$ cat src/logic/ffmd_params.svh
/*
 * Constants of the freefall/motion detector: register offsets, field
 * positions, reset values and debounce timing.
 * Assumes a 200 MHz core clock; included by bare name where needed.
 */
`ifndef FFMD_PARAMS_SVH
`define FFMD_PARAMS_SVH

`define FFMD_ADDR_SRC       8'h16
`define FFMD_ADDR_THS       8'h17
`define FFMD_ADDR_CNT       8'h18
`define FFMD_SRC_RST        8'h00
`define FFMD_THS_RST        8'h00
`define FFMD_CNT_RST        8'h00
`define FFMD_THS_MODE_BIT   7
`define FFMD_THS_FIELD_MSB  6
`define FFMD_LN_THS_MAX     7'h3F
`define FFMD_STEP_BASE_US   1250
`define FFMD_CLK_MHZ        200
`define FFMD_TICK_CYC       (`FFMD_STEP_BASE_US * `FFMD_CLK_MHZ)
`define FFMD_FLOOR_NORMAL   4'h4
`define FFMD_FLOOR_LOW_POWER_LOW_NOISE_MODE     4'h6
`define FFMD_FLOOR_HIRES    4'h1
`define FFMD_FLOOR_LP       4'h7

`endif

$ cat src/logic/ffmd_pkg.sv
/*
 * Types shared by the freefall/motion detector modules.
 * Assumes nothing of its surroundings; every user writes ffmd_pkg::name.
 */
package ffmd_pkg;

    typedef enum logic [1:0] {
        FFMD_OSR_NORMAL = 2'b00,
        FFMD_OSR_LOW_POWER_LOW_NOISE_MODE   = 2'b01,
        FFMD_OSR_HIRES  = 2'b10,
        FFMD_OSR_LP     = 2'b11
    } ffmd_osr_e;

    typedef struct packed {
        logic event_latch_enable;
        logic or_and_select;
        logic z_axis_enable;
        logic y_axis_enable;
        logic x_axis_enable;
    } ffmd_cfg_s;

    typedef struct packed {
        logic event_active;
        logic zero;
        logic z_axis_event;
        logic z_axis_polarity;
        logic y_axis_event;
        logic y_axis_polarity;
        logic x_axis_event;
        logic x_axis_polarity;
    } ffmd_src_s;

    typedef struct packed {
        logic       rd;
        logic       wr;
        logic [7:0] addr;
        logic [7:0] wdata;
    } ffmd_reg_req_s;

    typedef struct packed {
        logic signed [11:0] x;
        logic signed [11:0] y;
        logic signed [11:0] z;
    } ffmd_sample_s;

    typedef struct packed {
        logic hi;
        logic neg;
    } ffmd_axis_s;

    typedef struct packed {
        ffmd_src_s  src;
        logic [7:0] cnt;
        logic [7:0] threshold_field;
        logic [7:0] dbc;
        logic [2:0] hi;
        logic [2:0] neg;
        logic [7:0] rdata;
        logic       rvalid;
    } ffmd_core_s;

    typedef struct packed {
        logic [17:0] base;
        logic [8:0]  step;
    } ffmd_step_s;

endpackage

$ cat src/logic/ffmd_core.sv
/*
 * Freefall/motion detector: per-axis threshold compare, AND/OR
 * combination, debounce counter, source/threshold/count registers.
 * Assumes a register port fed by the serial interface slave on core_clk,
 * samples arriving on core_clk, and configuration levels held stable.
 */
`timescale 1ns/100ps
`include "ffmd_params.svh"

module ffmd_core #(
    parameter logic [17:0] TICK_CYCLES = 18'(`FFMD_TICK_CYC)
) (
    input  wire logic                    core_clk,
    input  wire logic                    nrst,
    input  wire logic                    sample_valid,
    input  wire ffmd_pkg::ffmd_sample_s  sample,
    input  wire logic [1:0]              full_scale,
    input  wire logic [2:0]              output_data_rate,
    input  wire ffmd_pkg::ffmd_osr_e     osr_mode,
    input  wire logic                    low_noise,
    input  wire ffmd_pkg::ffmd_cfg_s     motion_config,
    input  wire logic                    motion_irq_enable,
    input  wire logic                    motion_irq_route,
    input  wire ffmd_pkg::ffmd_reg_req_s reg_req,
    output logic [7:0]                   reg_rdata,
    output logic                         reg_rvalid,
    output logic                         event_active,
    output logic                         irq_pin1,
    output logic                         irq_pin2
);
    ffmd_pkg::ffmd_core_s st_r;
    ffmd_pkg::ffmd_core_s st_nxt;
    ffmd_pkg::ffmd_axis_s res_x;
    ffmd_pkg::ffmd_axis_s res_y;
    ffmd_pkg::ffmd_axis_s res_z;
    logic [6:0]           eff_thr;
    logic                 step_en;
    logic [2:0]           axis_en;
    logic [2:0]           hi_now;
    logic [2:0]           neg_now;
    logic [2:0]           hi_en;
    logic [2:0]           lo_en;
    logic                 cond;
    logic                 rd_src;
    logic                 frozen;
    logic                 clear_mode;
    logic [7:0]           cnt_base;
    logic [7:0]           cnt_new;
    logic                 ea_base;
    logic                 ea_new;
    ffmd_pkg::ffmd_src_s  src_view;

    // low-noise operation cannot reach past 4g, so the field is clipped
    assign eff_thr = (low_noise && st_r.threshold_field[`FFMD_THS_FIELD_MSB:0] > `FFMD_LN_THS_MAX)
                   ? `FFMD_LN_THS_MAX
                   : st_r.threshold_field[`FFMD_THS_FIELD_MSB:0];

    assign axis_en = {motion_config.z_axis_enable,
                      motion_config.y_axis_enable,
                      motion_config.x_axis_enable};

    assign clear_mode = st_r.threshold_field[`FFMD_THS_MODE_BIT];

    // one comparator per axis, all fed the same threshold
    ffmd_axis_cmp u_cmp_x (
        .sample     (sample.x),
        .full_scale (full_scale),
        .threshold  (eff_thr),
        .result     (res_x)
    );

    ffmd_axis_cmp u_cmp_y (
        .sample     (sample.y),
        .full_scale (full_scale),
        .threshold  (eff_thr),
        .result     (res_y)
    );

    ffmd_axis_cmp u_cmp_z (
        .sample     (sample.z),
        .full_scale (full_scale),
        .threshold  (eff_thr),
        .result     (res_z)
    );

    // debounce steps follow the data rate and oversampling mode
    ffmd_step_gen #(
        .TICK_CYCLES (TICK_CYCLES)
    ) u_step (
        .core_clk         (core_clk),
        .nrst             (nrst),
        .sample_valid     (sample_valid),
        .output_data_rate (output_data_rate),
        .osr_mode         (osr_mode),
        .step_en          (step_en)
    );

    // live comparison on a sample, else the last sample's result holds;
    // a step between samples reuses it rather than inventing data
    always_comb
    begin
        if (sample_valid)
        begin
            hi_now  = {res_z.hi, res_y.hi, res_x.hi};
            neg_now = {res_z.neg, res_y.neg, res_x.neg};
        end
        else
        begin
            hi_now  = st_r.hi;
            neg_now = st_r.neg;
        end
    end

    // per-axis conditions and the selected combination
    always_comb
    begin
        hi_en = hi_now & axis_en;
        lo_en = ~hi_now & axis_en;
        if (motion_config.or_and_select)
            cond = |hi_en;
        else
            cond = (&(lo_en | ~axis_en)) & (|axis_en);
    end

    // read view: disabled axes always read zero, bit 6 is fixed low
    always_comb
    begin
        src_view = st_r.src;
        src_view.zero = 1'b0;
        src_view.z_axis_event    = st_r.src.z_axis_event & axis_en[2];
        src_view.z_axis_polarity = st_r.src.z_axis_polarity & axis_en[2];
        src_view.y_axis_event    = st_r.src.y_axis_event & axis_en[1];
        src_view.y_axis_polarity = st_r.src.y_axis_polarity & axis_en[1];
        src_view.x_axis_event    = st_r.src.x_axis_event & axis_en[0];
        src_view.x_axis_polarity = st_r.src.x_axis_polarity & axis_en[0];
    end

    assign rd_src = reg_req.rd && (reg_req.addr == `FFMD_ADDR_SRC);

    // a latched source read clears first; this cycle's sample and step are
    // then applied on top, so an event qualifying now survives the read
    always_comb
    begin
        if (rd_src && motion_config.event_latch_enable)
        begin
            cnt_base = '0;
            ea_base  = 1'b0;
        end
        else
        begin
            cnt_base = st_r.cnt;
            ea_base  = st_r.src.event_active;
        end
    end

    // debounce counter: up while the condition holds, saturating at the
    // programmed count; on a miss either cleared or walked down by one
    always_comb
    begin
        cnt_new = cnt_base;
        if (step_en)
        begin
            if (cond)
            begin
                if (cnt_base < st_r.dbc)
                    cnt_new = cnt_base + 8'h1;
                else
                    cnt_new = st_r.dbc;
            end
            else if (clear_mode)
            begin
                cnt_new = 8'h00;
            end
            else if (cnt_base != 8'h00)
            begin
                cnt_new = cnt_base - 8'h1;
            end
        end
    end

    // event active: latched until a source read, or in real time;
    // decrement mode keeps it up until the counter has run down to zero
    always_comb
    begin
        ea_new = ea_base;
        if (step_en)
        begin
            if (motion_config.event_latch_enable)
            begin
                ea_new = ea_base | (cond && cnt_new == st_r.dbc);
            end
            else if (cond)
            begin
                ea_new = ea_base | (cnt_new == st_r.dbc);
            end
            else if (clear_mode)
            begin
                ea_new = 1'b0;
            end
            else
            begin
                ea_new = ea_base & (cnt_new != 8'h00);
            end
        end
    end

    // next state: registers, flags, counter and read port
    always_comb
    begin
        st_nxt = st_r;
        st_nxt.rvalid = reg_req.rd;
        frozen = motion_config.event_latch_enable & ea_base;

        // register reads sample the pre-update state as one snapshot
        if (reg_req.rd)
        begin
            unique case (reg_req.addr)
                `FFMD_ADDR_SRC: st_nxt.rdata = src_view;
                `FFMD_ADDR_THS: st_nxt.rdata = st_r.threshold_field;
                `FFMD_ADDR_CNT: st_nxt.rdata = st_r.dbc;
                default:        st_nxt.rdata = 8'h00;
            endcase
        end

        // only the two writable registers take writes; the source ignores them
        if (reg_req.wr)
        begin
            if (reg_req.addr == `FFMD_ADDR_THS)
                st_nxt.threshold_field = reg_req.wdata;
            else if (reg_req.addr == `FFMD_ADDR_CNT)
                st_nxt.dbc = reg_req.wdata;
        end

        // a latched read wipes the axis flags along with the event
        if (rd_src && motion_config.event_latch_enable)
        begin
            st_nxt.src = '0;
        end

        // axis flags follow each sample undebounced unless frozen
        if (sample_valid)
        begin
            st_nxt.hi  = hi_now;
            st_nxt.neg = neg_now;
            if (!frozen)
            begin
                st_nxt.src.z_axis_event    = hi_en[2];
                st_nxt.src.z_axis_polarity = hi_en[2] & neg_now[2];
                st_nxt.src.y_axis_event    = hi_en[1];
                st_nxt.src.y_axis_polarity = hi_en[1] & neg_now[1];
                st_nxt.src.x_axis_event    = hi_en[0];
                st_nxt.src.x_axis_polarity = hi_en[0] & neg_now[0];
            end
        end

        st_nxt.cnt = cnt_new;
        st_nxt.src.event_active = ea_new;
        st_nxt.src.zero = 1'b0;
    end

    // all state in one register bank, cleared to defaults by reset
    always_ff @(posedge core_clk or negedge nrst)
    begin
        if (!nrst)
        begin
            st_r        <= '0;
            st_r.src    <= `FFMD_SRC_RST;
            st_r.threshold_field    <= `FFMD_THS_RST;
            st_r.dbc    <= `FFMD_CNT_RST;
        end
        else
        begin
            st_r <= st_nxt;
        end
    end

    // outputs; the interrupt pin choice is a plain gate on the event flag
    assign reg_rdata    = st_r.rdata;
    assign reg_rvalid   = st_r.rvalid;
    assign event_active = st_r.src.event_active;
    assign irq_pin1     = st_r.src.event_active & motion_irq_enable & motion_irq_route;
    assign irq_pin2     = st_r.src.event_active & motion_irq_enable & ~motion_irq_route;

endmodule

$ cat src/logic/ffmd_axis_cmp.sv
/*
 * One axis of threshold comparison: magnitude, rescale to 1/16 g units,
 * compare against the effective threshold, report the sign.
 * Assumes a 12-bit two's complement sample at the selected full scale.
 */
`timescale 1ns/100ps

module ffmd_axis_cmp (
    input  wire logic signed [11:0] sample,
    input  wire logic [1:0]         full_scale,
    input  wire logic [6:0]         threshold,
    output ffmd_pkg::ffmd_axis_s    result
);
    logic [11:0] mag;
    logic [7:0]  scaled;

    // 2g keeps 1024 counts per g, 8g keeps 256; threshold counts are 1/16 g
    always_comb
    begin
        mag = sample[11] ? 12'(-sample) : 12'(sample);
        unique case (full_scale)
            2'h0:    scaled = 8'(mag >> 6);
            2'h1:    scaled = 8'(mag >> 5);
            default: scaled = 8'(mag >> 4);    // 8g and the reserved code
        endcase
        result.hi  = scaled > {1'b0, threshold};
        result.neg = sample[11];
    end

endmodule

$ cat src/logic/ffmd_step_gen.sv
/*
 * Debounce time step generator: one-cycle enable per debounce step.
 * Assumes sample_valid pulses once per output sample on core_clk.
 */
`timescale 1ns/100ps
`include "ffmd_params.svh"

module ffmd_step_gen #(
    parameter logic [17:0] TICK_CYCLES = 18'(`FFMD_TICK_CYC)
) (
    input  wire logic                core_clk,
    input  wire logic                nrst,
    input  wire logic                sample_valid,
    input  wire logic [2:0]          output_data_rate,
    input  wire ffmd_pkg::ffmd_osr_e osr_mode,
    output logic                     step_en
);
    ffmd_pkg::ffmd_step_s st_r, st_nxt;
    logic [3:0] smp_sh;
    logic [3:0] floor_sh;
    logic [3:0] step_sh;
    logic       tick;

    // sample period and mode floor, both as log2 of 1.25 ms ticks
    always_comb
    begin
        unique case (output_data_rate)
            3'h0: smp_sh = 4'h0;
            3'h1: smp_sh = 4'h1;
            3'h2: smp_sh = 4'h2;
            3'h3: smp_sh = 4'h3;
            3'h4: smp_sh = 4'h4;
            3'h5: smp_sh = 4'h6;
            3'h6: smp_sh = 4'h7;
            3'h7: smp_sh = 4'h9;
        endcase
        unique case (osr_mode)
            ffmd_pkg::FFMD_OSR_NORMAL: floor_sh = `FFMD_FLOOR_NORMAL;
            ffmd_pkg::FFMD_OSR_LOW_POWER_LOW_NOISE_MODE:   floor_sh = `FFMD_FLOOR_LOW_POWER_LOW_NOISE_MODE;
            ffmd_pkg::FFMD_OSR_HIRES:  floor_sh = `FFMD_FLOOR_HIRES;
            ffmd_pkg::FFMD_OSR_LP:     floor_sh = `FFMD_FLOOR_LP;
        endcase
        step_sh = (smp_sh > floor_sh) ? floor_sh : smp_sh;
    end

    // a sample restarts the divider so steps stay aligned to samples
    always_comb
    begin
        st_nxt = st_r;
        tick = st_r.base == TICK_CYCLES - 18'h1;
        step_en = sample_valid;
        if (sample_valid)
        begin
            st_nxt = '0;
        end
        else if (tick)
        begin
            st_nxt.base = '0;
            st_nxt.step = st_r.step + 9'h1;
            if (st_r.step == 9'((10'h1 << step_sh) - 10'h1))
            begin
                st_nxt.step = '0;
                step_en = step_sh != smp_sh;
            end
        end
        else
        begin
            st_nxt.base = st_r.base + 18'h1;
        end
    end

    always_ff @(posedge core_clk or negedge nrst)
    begin
        if (!nrst)
            st_r <= '0;
        else
            st_r <= st_nxt;
    end

endmodule

$ cat config.mk
export PLATFORM = sky130hd
export DESIGN_NAME = ffmd_core
export DESIGN_NICKNAME = d
export VERILOG_FILES = /design/src/logic/ffmd_pkg.sv /design/src/logic/ffmd_core.sv /design/src/logic/ffmd_axis_cmp.sv /design/src/logic/ffmd_step_gen.sv
export VERILOG_INCLUDE_DIRS = /design/src /design/src/logic
export SDC_FILE = /design/constraint.sdc
export NUM_CORES = 1
export LEC_CHECK = 0
export ABC_AREA = 1
export BUFFER_PORTS_ARGS = -buffer_cell sky130_fd_sc_hd__buf_2
export CORE_ASPECT_RATIO = 0.75
export CORE_UTILIZATION = 45
export CTS_BUF_LIST = sky130_fd_sc_hd__clkbuf_4 sky130_fd_sc_hd__clkbuf_8 sky130_fd_sc_hd__clkbuf_16
export DETAILED_ROUTE_END_ITERATION = 8
export GPL_ROUTABILITY_DRIVEN = 0
export GPL_TIMING_DRIVEN = 0
export PLACE_DENSITY = 0.67
export SYNTH_ARGS = -nofsm -noshare
export SYNTH_HDL_FRONTEND = slang
export SYNTH_SLANG_ARGS = --single-unit
$ cat constraint.sdc
create_clock -name core_clk -period 2.85 [get_ports core_clk]
set_input_delay 0.4275 -clock core_clk [delete_from_list [all_inputs] [get_ports core_clk]]
set_output_delay 0.4275 -clock core_clk [all_outputs]
set_load 0.02 [all_outputs]
---- After elaboration in Yosys (flattened, before gate mapping) ----
Memory sizes are Yosys's and may differ from the RTL's.
Index checks and enable logic that the tools add are counted.
operators by class
  $add $sub $neg .......................... 8
  $mul .................................... 0
  div/mod/pow operators ................... 0
  $lt $le $gt $ge ......................... 6
  eq/ne operators ......................... 11
  shift-type cells ........................ 1
  multiplexer cells ....................... 34
  bitwise gates (word level) .............. 24
  reductions and logical operators ........ 14
operator list
  kind                   number
  $mux 8                 6
  $pmux 8 s2             3
  $mux 12                3
  $neg 12->12            3
  $mux 27                1
  $eq 8x5->1 const B     3
  $gt 8x7->1             3
  $pmux 8 s3             1
  $add 18x1->18 const B  1
  $eq 18x18->1 const B   1
  $mux 18                1
  $mux 6                 3
  $mux 9                 2
  $pmux 4 s4             1
  $reduce_bool 8->1      2
  $and 1x1->1            15
  $add 9x1->9 const B    1
  $eq 9x9->1             1
  $mux 1                 9
  $shl 1x4->9 const A    1
  $sub 9x1->9 const B    1
  $add 8x1->8 const B    1
  $eq 8x8->1             1
  $lt 8x8->1             1
  other kinds (20)       33
word-level totals
  bits in registers ....................... 73
  latch bits .............................. 0
  memory bits (writable) .................. 0
  memory bits (read-only) ................. 32
  input bits .............................. 72
  output and inout bits ................... 12
  word-level logic and storage cells ...... 115
  memories kept ........................... 1
memory list
  name              words  bits a word  read ports  clocked after memory_dff  wr ports  line                 text
  (name not given)  8      4            1           0                         0         ffmd_step_gen.sv:27  unique case (output_data_rate)

---- Logic depth before layout (Yosys ltp) ----
Gate-level depths: netlist (run 1).
  word-level depth ........................ 19
  gate-level depth with buffers ........... 38
  gate-level depth less buffers ........... 38

---- Cells and area by module ----
Synthesis (run 1) repeated with hierarchy kept, for this count alone.
unflattened totals
  cell total of the unflattened synthesis .. 1,111
  area total of the unflattened synthesis .. 7,045.5 µm²
by module, submodules not included
  module         instances  cells an instance  area an instance (µm²)  sequential area each (µm²)
  ffmd_core      1          455                3,080.5                 1,126.1
  ffmd_axis_cmp  3          128                668.1                   0.0
  ffmd_step_gen  1          272                1,960.6                 675.6

---- Worst setup path after synthesis (run 1) ----
Ideal clock, no wire load.
  path kind ............................... input -> register
  start ................................... input port sample[25] (netlist name)
  end ..................................... register st_r (netlist bit event_active)
  setup time .............................. 116 ps
  arrival ................................. 3,588 ps
  data required time ...................... 2,734 ps
  path slack .............................. -854 ps
  stages .................................. 36
  buffers on the path ..................... 0
  cells stage by stage .................... nor2_1 nand2_1 nor2_1 inv_1 nor2_1 inv_1 nor3_1 nor2_1 xor2_1 inv_1 a221oi_1 ha_1 nand2_1 nor2_1 nand2_1 nand3_1 nand2_1 nand2_1 nand2_1 nand2_1 nand3_1 nand4_1 nand2_2 clkinv_1 nand2_1 nand2_1 nand2_1 nand2_1 inv_1 nand2_1 nor2_1 nand2_1 nand2_1 nand2_1 nand2_1 nand2_1
between the ends
  longest elaborated chain between the ends .. 19
  elaborated cells between the ends (all ways) .. 25
  classes of those cells .................. add/sub (1); order compare (1); eq/ne (1); mux (10); bitwise (8); reduce/logical (4)
RTL lines
  item                  line                 text
  start, declared       ffmd_core.sv:16      input wire ffmd_pkg::ffmd_sample_s sample,
  $neg 12->12 (*)       ffmd_axis_cmp.sv:20  mag = sample[11] ? 12'(-sample) : 12'(sample);
  $mux 12 (*)           ffmd_axis_cmp.sv:20
  $pmux 8 s2 (*)        ffmd_axis_cmp.sv:21  unique case (full_scale)
  $gt 8x7->1 (*)        ffmd_axis_cmp.sv:26  result.hi = scaled > {1'b0, threshold};
  $mux 3 (*)            ffmd_core.sv:102     if (sample_valid)
  $not 3->3             ffmd_core.sv:118     lo_en = ~hi_now & axis_en;
  $and 3x3->3           ffmd_core.sv:118
  $or 3x3->3            ffmd_core.sv:122     cond = (&(lo_en | ~axis_en)) & (|axis_en);
  [5 not listed]        --
  named net cnt_new[6]  ffmd_core.sv:48      logic [7:0] cnt_new;
  $reduce_bool 8->1     ffmd_core.sv:202     ea_new = ea_base & (cnt_new != 8'h00);
  $and 1x1->1           ffmd_core.sv:202
  $mux 1                ffmd_core.sv:196     else if (clear_mode)
  $mux 1                ffmd_core.sv:192     else if (cond)
  $mux 1 (*)            ffmd_core.sv:188     if (motion_config.event_latch_enable)
  $mux 1 (*)            ffmd_core.sv:186     if (step_en)
  named net ea_new      ffmd_core.sv:50      logic ea_new;
  end signal, assigned  ffmd_core.sv:273     st_r <= st_nxt;
  end, declared         ffmd_core.sv:31      ffmd_pkg::ffmd_core_s st_r;
The timed path passes the listed nets; every way through them passes the cells marked *.
A chain may end at the register's enable or synchronous reset.

---- Final worst setup path (run 1) ----
  start ................................... input port sample[28] (netlist name)
  end ..................................... register st_r[31] (netlist name)
between the ends
  longest elaborated chain between the ends .. 13
  elaborated cells between the ends (all ways) .. 15
  classes of those cells .................. add/sub (1); order compare (1); mux (6); bitwise (5); reduce/logical (2)
RTL lines
  item                  line                 text
  $neg 12->12           ffmd_axis_cmp.sv:20
  $mux 12 (*)           ffmd_axis_cmp.sv:20
  $pmux 8 s2 (*)        ffmd_axis_cmp.sv:21
  $gt 8x7->1 (*)        ffmd_axis_cmp.sv:26
  $mux 3 (*)            ffmd_core.sv:102
  $not 3->3             ffmd_core.sv:118
  $and 3x3->3           ffmd_core.sv:118
  $or 3x3->3            ffmd_core.sv:122
  $reduce_and 3->1      ffmd_core.sv:122
  $and 1x1->1           ffmd_core.sv:122
  $mux 1 (*)            ffmd_core.sv:119     if (motion_config.or_and_select)
  $mux 8 (*)            ffmd_core.sv:163     if (cond)
  $mux 8 (*)            ffmd_core.sv:161     if (step_en)
  named net cnt_new[0]  ffmd_core.sv:48
Marks and branches as above.

==> impl_metrics.json, run 1 <==
{
  "initial_core_util_pct": 47.1,
  "syn_area_per_cell_um2": 6.53,
  "grt_max_degree": 46,
  "cp-start-kind": "input pin",
  "yosysSeqAreaShare_pct": 28.9,
  "min_period_ns": 3.74,
  "die_h_um": 104,
  "fin_ws_ns": -0.894,
  "switchingPower_w": 0.00120,
  "antenna_cells": 0,
  "root_buffer": "clkbuf_16",
  "vias": 6682,
  "hold_viol_final": 0,
  "mappedNetlistArea_um2": 6230,
  "power_frac_comb_pct": 34.3,
  "grt_first_pass_wirelength_um": 29100,
  "nFillCells": 1273,
  "synth_xor_xnor_area_share_pct": 5.48,
  "crit_required_ns": 3.14,
  "area_delta_synth_final_pct": 29.1,
  "rsz0062_at_grt": "yes",
  "maxSlewViolCount": 0,
  "leakage_nw": 4.06,
  "cts_tree": "done",
  "crit_path_max_incr_delay_ns": 0.33,
  "layout_common_cells": "nand2_1, inv_1, nor2_1",
  "postCtsHoldBufs": 0,
  "setup.worst_path.start": "sample[28]",
  "cpMaxStageDelayCell": "ha_1",
  "grt_pass1_vias": 5948,
  "skew_ns": 0.00368,
  "syn_inst": 955,
  "cts.htree.levels": 3,
  "final_cells": 1271,
  "synth_top_family_by_area": "simple AND/OR/NAND/NOR gates",
  "p_seq_share_pct": 33.3,
  "drive_above_1_share_pct": 24.8,
  "place_hpwl_um": 13400,
  "cap_violations": 0,
  "cp_max_fo": 7,
  "track_usage_pct": 25.9,
  "r2r_cells": 26,
  "p_per_area_nw_per_um2": 413,
  "crit_path_end": "st_r[31]",
  "clkTransAtPathRegs_ns": 0.06,
  "yosysWarnings": 0,
  "die_w_um": 138,
  "synthTopCellsByArea": "dfrtp_1, nand2_1, inv_1",
  "drt-vias-per-instance": 5.26,
  "routed_wirelength_um": 18300,
  "utilization_pct": 60.8,
  "numCtsBuffers": 9,
  "ys_ff_latch": 72,
  "mostFrequentLayoutCell": "nand2_1",
  "worstMarginPinSlew_ns": 0.640,
  "r2r_slack_ns": -0.48,
  "io_pins": 84,
  "core_area_um2": 13200,
  "place_inst": 1209,
  "p_clk_share_pct": 32.4,
  "die-area_um2": 14300,
  "cts.sinks": 72,
  "synth-simple-area-share_pct": 35.3,
  "worstSetupEndpointType": "flip-flop",
  "dr.pass1.iters": 5,
  "setup_viol": 20,
  "synth-adder-area-share_pct": 7.83,
  "cts.path.max_buffers": 2,
  "r2r_end": "st_r[31]",
  "crit_type": "in2reg",
  "synth.distinct_cells": 43,
  "antenna_found_initial": 0,
  "synth.top_cell.area_share_pct": 28.9,
  "status": "complete, but fails checks",
  "muxShareOfSynthArea_pct": 0,
  "arrival_ns": 4.03,
  "final_antenna_net_count": 0,
  "syn_nets": 1066,
  "clk_latency_ns": 0.34,
  "max_slew_margin_pct": 57.2,
  "min_path_type": "in2async",
  "routedWlPerCell_um": 14.4,
  "irDropWorstVdd_v": 0.000316,
  "switching_share_pct": 36.0,
  "synth_area_leader_cell": "dfrtp_1",
  "io_buffers": 82,
  "synth_compound_area_share_pct": 12.0,
  "rr_startpoint": "st_r[29]",
  "post-place-ws_ns": -1.73,
  "globalRouteOverflowTotal": 0,
  "drc": 0,
  "nets": 1206,
  "finalCritPeriodShare_pct": 131,
  "drt_iter0_markers": 467,
  "violations": "negative setup slack",
  "path_common_cell": "buf_6",
  "fmax_ghz": 0.267,
  "p_int_w": 0.00213,
  "rows": 36
}
[through the flow]
stage | cell area, um^2 | setup TNS, ns | hold WS (ns) | power [W]
2_1_floorplan | 6350 | -5.00 | 0.132 | 0.00175
3_3_place_gp | 6970 | -23.74 | 0.457 | 0.00200
3_5_place_dp | 7000 | -23.69 | 0.387 | 0.00201
4_1_cts | 7650 | -6.71 | 0.0208 | 0.00319
5_1_grt | 8050 | -14.13 | 0.0393 | 0.00353
6_report | 8050 | -8.69 | 0.00717 | 0.00333
[metal layers]
layer	vias up	routed length, um	track usage [%]
li1	3372	-	-
met1	3038	9230	40.9
met2	253	7490	36.5
met3	19	1330	4.00
met4	0	214	5.36
met5	-	0	0
[cell families after synthesis]
kind of cell / count (synthesis)
AO/OA/AOI/OAI: 129
XOR/XNOR: 39
adder cells (fa/ha/maj): 39
buffers and inverters: 165
flip-flops: 72
AND/OR/NAND/NOR: 511
[power by group through the flow]
stage	Clock, W	Combinational, W	Sequential [W]
after floorplan	0	0.000637	0.00111
after global placement	0	0.000872	0.00113
after detailed placement	0	0.000889	0.00112
after CTS	0.00110	0.000982	0.00111
after global routing	0.00114	0.00127	0.00111
final	0.00108	0.00114	0.00111
[synthesized netlist by cell type (all sizes together)]
| master | number |
|---|---|
| o22ai | 24 |
| o31ai | 3 |
| xor2 | 34 |
| ha | 39 |
| a21oi | 29 |
| nor2 | 115 |
| nand4 | 12 |
| a211oi | 2 |
| o211ai | 2 |
| clkinv | 3 |
| a221oi | 4 |
| nor3 | 19 |
| xnor2 | 5 |
| inv | 141 |
| a22o | 1 |
| nor2b | 1 |
| nand3b | 4 |
| o21ai | 51 |
| a31oi | 3 |
| a21boi | 4 |
| nand2 | 268 |
| buf | 12 |
| nor4 | 6 |
| clkbuf | 9 |
| o21bai | 1 |
| nand3 | 81 |
| or2 | 5 |
| o221ai | 5 |
| dfrtp | 72 |
[cell type report]
| cell class | count | area [um^2] | area share (%) |
|---|---|---|---|
| repair buffers | 129 | 858 | 10.7 |
| inverters | 144 | 556 | 6.90 |
| plain buffers | 20 | 109 | 1.35 |
| well taps | 171 | 214 | 2.66 |
| clock inverters | 7 | 53.8 | 0.668 |
| flip-flops and latches | 72 | 1800 | 22.4 |
| multi-input cells | 719 | 4230 | 52.6 |
| clock buffers | 9 | 225 | 2.80 |
[how the worst min path moves through the flow]
stage                   startpoint        endpoint  depth (start not counted)  slack (ns)
floorplan                     nrst      clear_mode                          0        0.13
detailed placement            nrst        st_r[32]                          1        0.39
finish                        nrst        st_r[32]                          1       0.007
CTS                           nrst        st_r[32]                          1        0.02
global route                  nrst        st_r[32]                          1        0.04
global placement    u_step.st_r[9]  u_step.st_r[9]                          1        0.46
[sequential cells by signal (all words and copies together) (netlist names)]
name / cells
reg_rdata: 8
st_r: 34
u_step.st_r: 27
clear_mode: 1
reg_rvalid: 1
event_active: 1
[critical path, delay by kind of cell]
kind / cells / cell delay, ns
compound gates: 3 / 0.24
fa+ha+maj: 1 / 0.33
buf+inv: 12 / 1.12
simple gates: 21 / 1.89
[what timing repair did]
item / 4_1_cts / 5_1_grt
setup buffers: 43 / 22
gates cloned: 1 / 0
endpoints found under the setup margin: 27 / 26
pin swaps: 31 / 46
gates resized for setup: 46 / 67
endpoints found under the hold margin: 0 / 0
(Power assumes the default switching activity.)
==> run 2, diff against run 1 <==
--- a/config.mk
+++ b/config.mk
@@ -17,4 +17,5 @@
 export PLACE_DENSITY = 0.67
 export SYNTH_ARGS = -nofsm -noshare
 export SYNTH_HDL_FRONTEND = slang
+export SYNTH_HIERARCHICAL = 1
 export SYNTH_SLANG_ARGS = --single-unit
==> run 2 against run 1 <==
Net effect: the run still ends with negative setup slack left; combinational power rose by 11%; first-iteration DRC count shrank 12%; clock skew is 0.0052 ns higher; routed wire length grew 4.3%; utilization is 1.8 points lower; largest power group unchanged; cell count up 14%.
==> impl_metrics.json, run 2 <==
{
  "track_usage_pct": 23.4,
  "p_seq_share_pct": 32.2,
  "arrival_ns": 4.04,
  "regMostFlops": "st_r",
  "cts.path.max_buffers": 2,
  "antenna_found_initial": 0,
  "rows": 39,
  "cts_tree": "done",
  "syn_inst": 1111,
  "finalPower_w": 0.00344,
  "clkTransAtPathRegs_ns": 0.06,
  "cpMaxStageDelayCell": "ha_4",
  "r2r_cells": 30,
  "synth.top_cell.area_share_pct": 25.6,
  "setup_viol": 17,
  "p_clk_share_pct": 30.8,
  "synth.distinct_cells": 46,
  "syn_nets": 1218,
  "ys_ff_latch": 72,
  "status": "complete, but fails checks",
  "cp-start-kind": "input pin",
  "area_delta_synth_final_pct": 27.9,
  "p_per_area_nw_per_um2": 382,
  "root_buffer": "clkbuf_16",
  "post-synth-top-count-cell": "nand2_1",
  "layout_common_cells": "nand2_1, inv_1, nand3_1",
  "syn_area_per_cell_um2": 6.34,
  "rr_startpoint": "st_r[29]",
  "antenna_cells": 0,
  "crit_path_max_incr_delay_ns": 0.29,
  "path_common_cell": "nand2_1",
  "hold_viol_final": 0,
  "violations": "negative setup slack",
  "worstMarginPinSlew_ns": 0.489,
  "core_area_um2": 15300,
  "mappedNetlistArea_um2": 7050,
  "switchingPower_w": 0.00123,
  "yosysSeqAreaShare_pct": 25.6,
  "tns_ns": -6.72,
  "io_pins": 84,
  "routedWlPerCell_um": 13.1,
  "finalCritPeriodShare_pct": 134,
  "mostFrequentLayoutCell": "nand2_1",
  "fin_ws_ns": -0.968,
  "die_h_um": 110,
  "yosysWarnings": 6,
  "hold_start": "reg_req[17]",
  "power_frac_comb_pct": 37.1,
  "leakage_nw": 4.88,
  "rsz0062_at_grt": "yes",
  "die-area_um2": 16200,
  "drt_iter0_markers": 410,
  "routed_wirelength_um": 19000,
  "fmax_ghz": 0.262,
  "die_w_um": 146,
  "nets": 1347,
  "min_period_ns": 3.82,
  "synthTopCellsByCount": "nand2_1, inv_1, nand3_1",
  "grt_max_degree": 57,
  "irDropWorstVdd_v": 0.000363,
  "dr.pass1.iters": 5,
  "p_int_w": 0.00221,
  "globalRouteOverflowTotal": 0,
  "drive_above_1_share_pct": 30.2,
  "grt_first_pass_wirelength_um": 30600,
  "numCtsBuffers": 9,
  "r2r_slack_ns": -0.73,
  "r2r_end": "event_active",
  "cp_max_fo": 6,
  "whs_path_depth": 1,
  "clk_latency_ns": 0.33,
  "io_buffers": 82,
  "switching_share_pct": 35.8,
  "vias": 7341,
  "synth_edf_count": 0,
  "final_antenna_net_count": 0,
  "cts.sinks": 72,
  "synthTopCellsByArea": "dfrtp_1, nand2_1, nand3_1",
  "cts.htree.levels": 3,
  "skew_ns": 0.00891,
  "crit_type": "in2reg",
  "drc": 0,
  "holdPathEnd": "reg_rvalid",
  "grt_pass1_vias": 6360,
  "maxSlewViolCount": 0,
  "crit_required_ns": 3.07,
  "max_slew_margin_pct": 67.3,
  "largest_reg_flops": 34,
  "place_hpwl_um": 14200,
  "synth_area_leader_cell": "dfrtp_1",
  "min_path_type": "in2reg",
  "cap_violations": 0,
  "worstSetupEndpointType": "flip-flop",
  "initial_core_util_pct": 46.1,
  "async_flop_share_pct": 100,
  "drt-vias-per-instance": 5.06,
  "synth_flop_cell": "dfrtp_1"
}
## run 2: cell type report
class	instances	area [um^2]
plain buffers	26	230
clock inverters	4	28.8
multi-input cells	840	4980
clock buffers	12	254
fillers	1483	6260
flip-flops and latches	72	1800
inverters	173	658
repair buffers	118	802
well taps	205	256
## run 2: critical path: cells and delay by family
kind / cells / cell delay (ns)
AND/OR/NAND/NOR: 25 / 2.28
adder cells (fa/ha/maj): 3 / 0.81
buffers and inverters: 3 / 0.31
AO/OA/AOI/OAI: 2 / 0.18
## run 2: routing by layer
metal  wire length, um  up-vias  global-route usage, %
met5                 0        -                      0
met4               101        0                   2.98
met3               911       13                   3.50
met2              8320      181                   35.5
met1              9710     3367                   35.8
li1                  -     3780                      -
## run 2: power by group through the flow
stage / logic (W) / clock network (W) / registers (W)
finish: 0.00127 / 0.00106 / 0.00111
global route: 0.00142 / 0.00113 / 0.00111
CTS: 0.00114 / 0.00108 / 0.00110
detailed placement: 0.00101 / 0 / 0.00112
global placement: 0.000991 / 0 / 0.00112
floorplan: 0.000746 / 0 / 0.00112
## run 2: per-stage QoR
stage	utilization [%]	cell area, um^2	hold slack (ns)	instances	setup slack, ns
6_report	59.0	9010	0.317	1450	-0.968
5_1_grt	59.0	9010	0.303	1450	-1.25
4_1_cts	55.6	8500	0.304	1440	-0.956
3_5_place_dp	51.3	7840	0.315	1399	-1.71
3_3_place_gp	51.1	7810	0.452	1398	-1.66
2_1_floorplan	-	7140	0.132	1111	-0.929
## run 2: how the worst max path moves through the flow
stage,from,end,depth (start not counted)
finish,output_data_rate[1],event_active,33
global route,sample[24],event_active,36
CTS,output_data_rate[1],event_active,31
detailed placement,output_data_rate[2],event_active,32
global placement,output_data_rate[2],event_active,30
floorplan,output_data_rate[0],event_active,33
## run 2: timing repair
| item | in CTS | in global routing |
|---|---|---|
| buffers inserted | 23 | 14 |
| gates resized for setup | 39 | 123 |
| pin swaps | 31 | 65 |
| hold buffers | 1 | 0 |
| endpoints found under the hold margin | 16 | 0 |
| endpoints found under the setup margin | 17 | 17 |
| cloned | 1 | 0 |
## run 2: cells by family (layout without fill, tap and decap cells)
group	Yosys count	in the layout	share of synthesized area, %
AO/OA/AOI/OAI	93	93	7.62
buffers and inverters	199	333	12.2
adder cells (fa/ha/maj)	35	35	6.22
flip-flops	72	72	25.6
XOR/XNOR	18	18	2.24
AND/OR/NAND/NOR	694	694	46.2
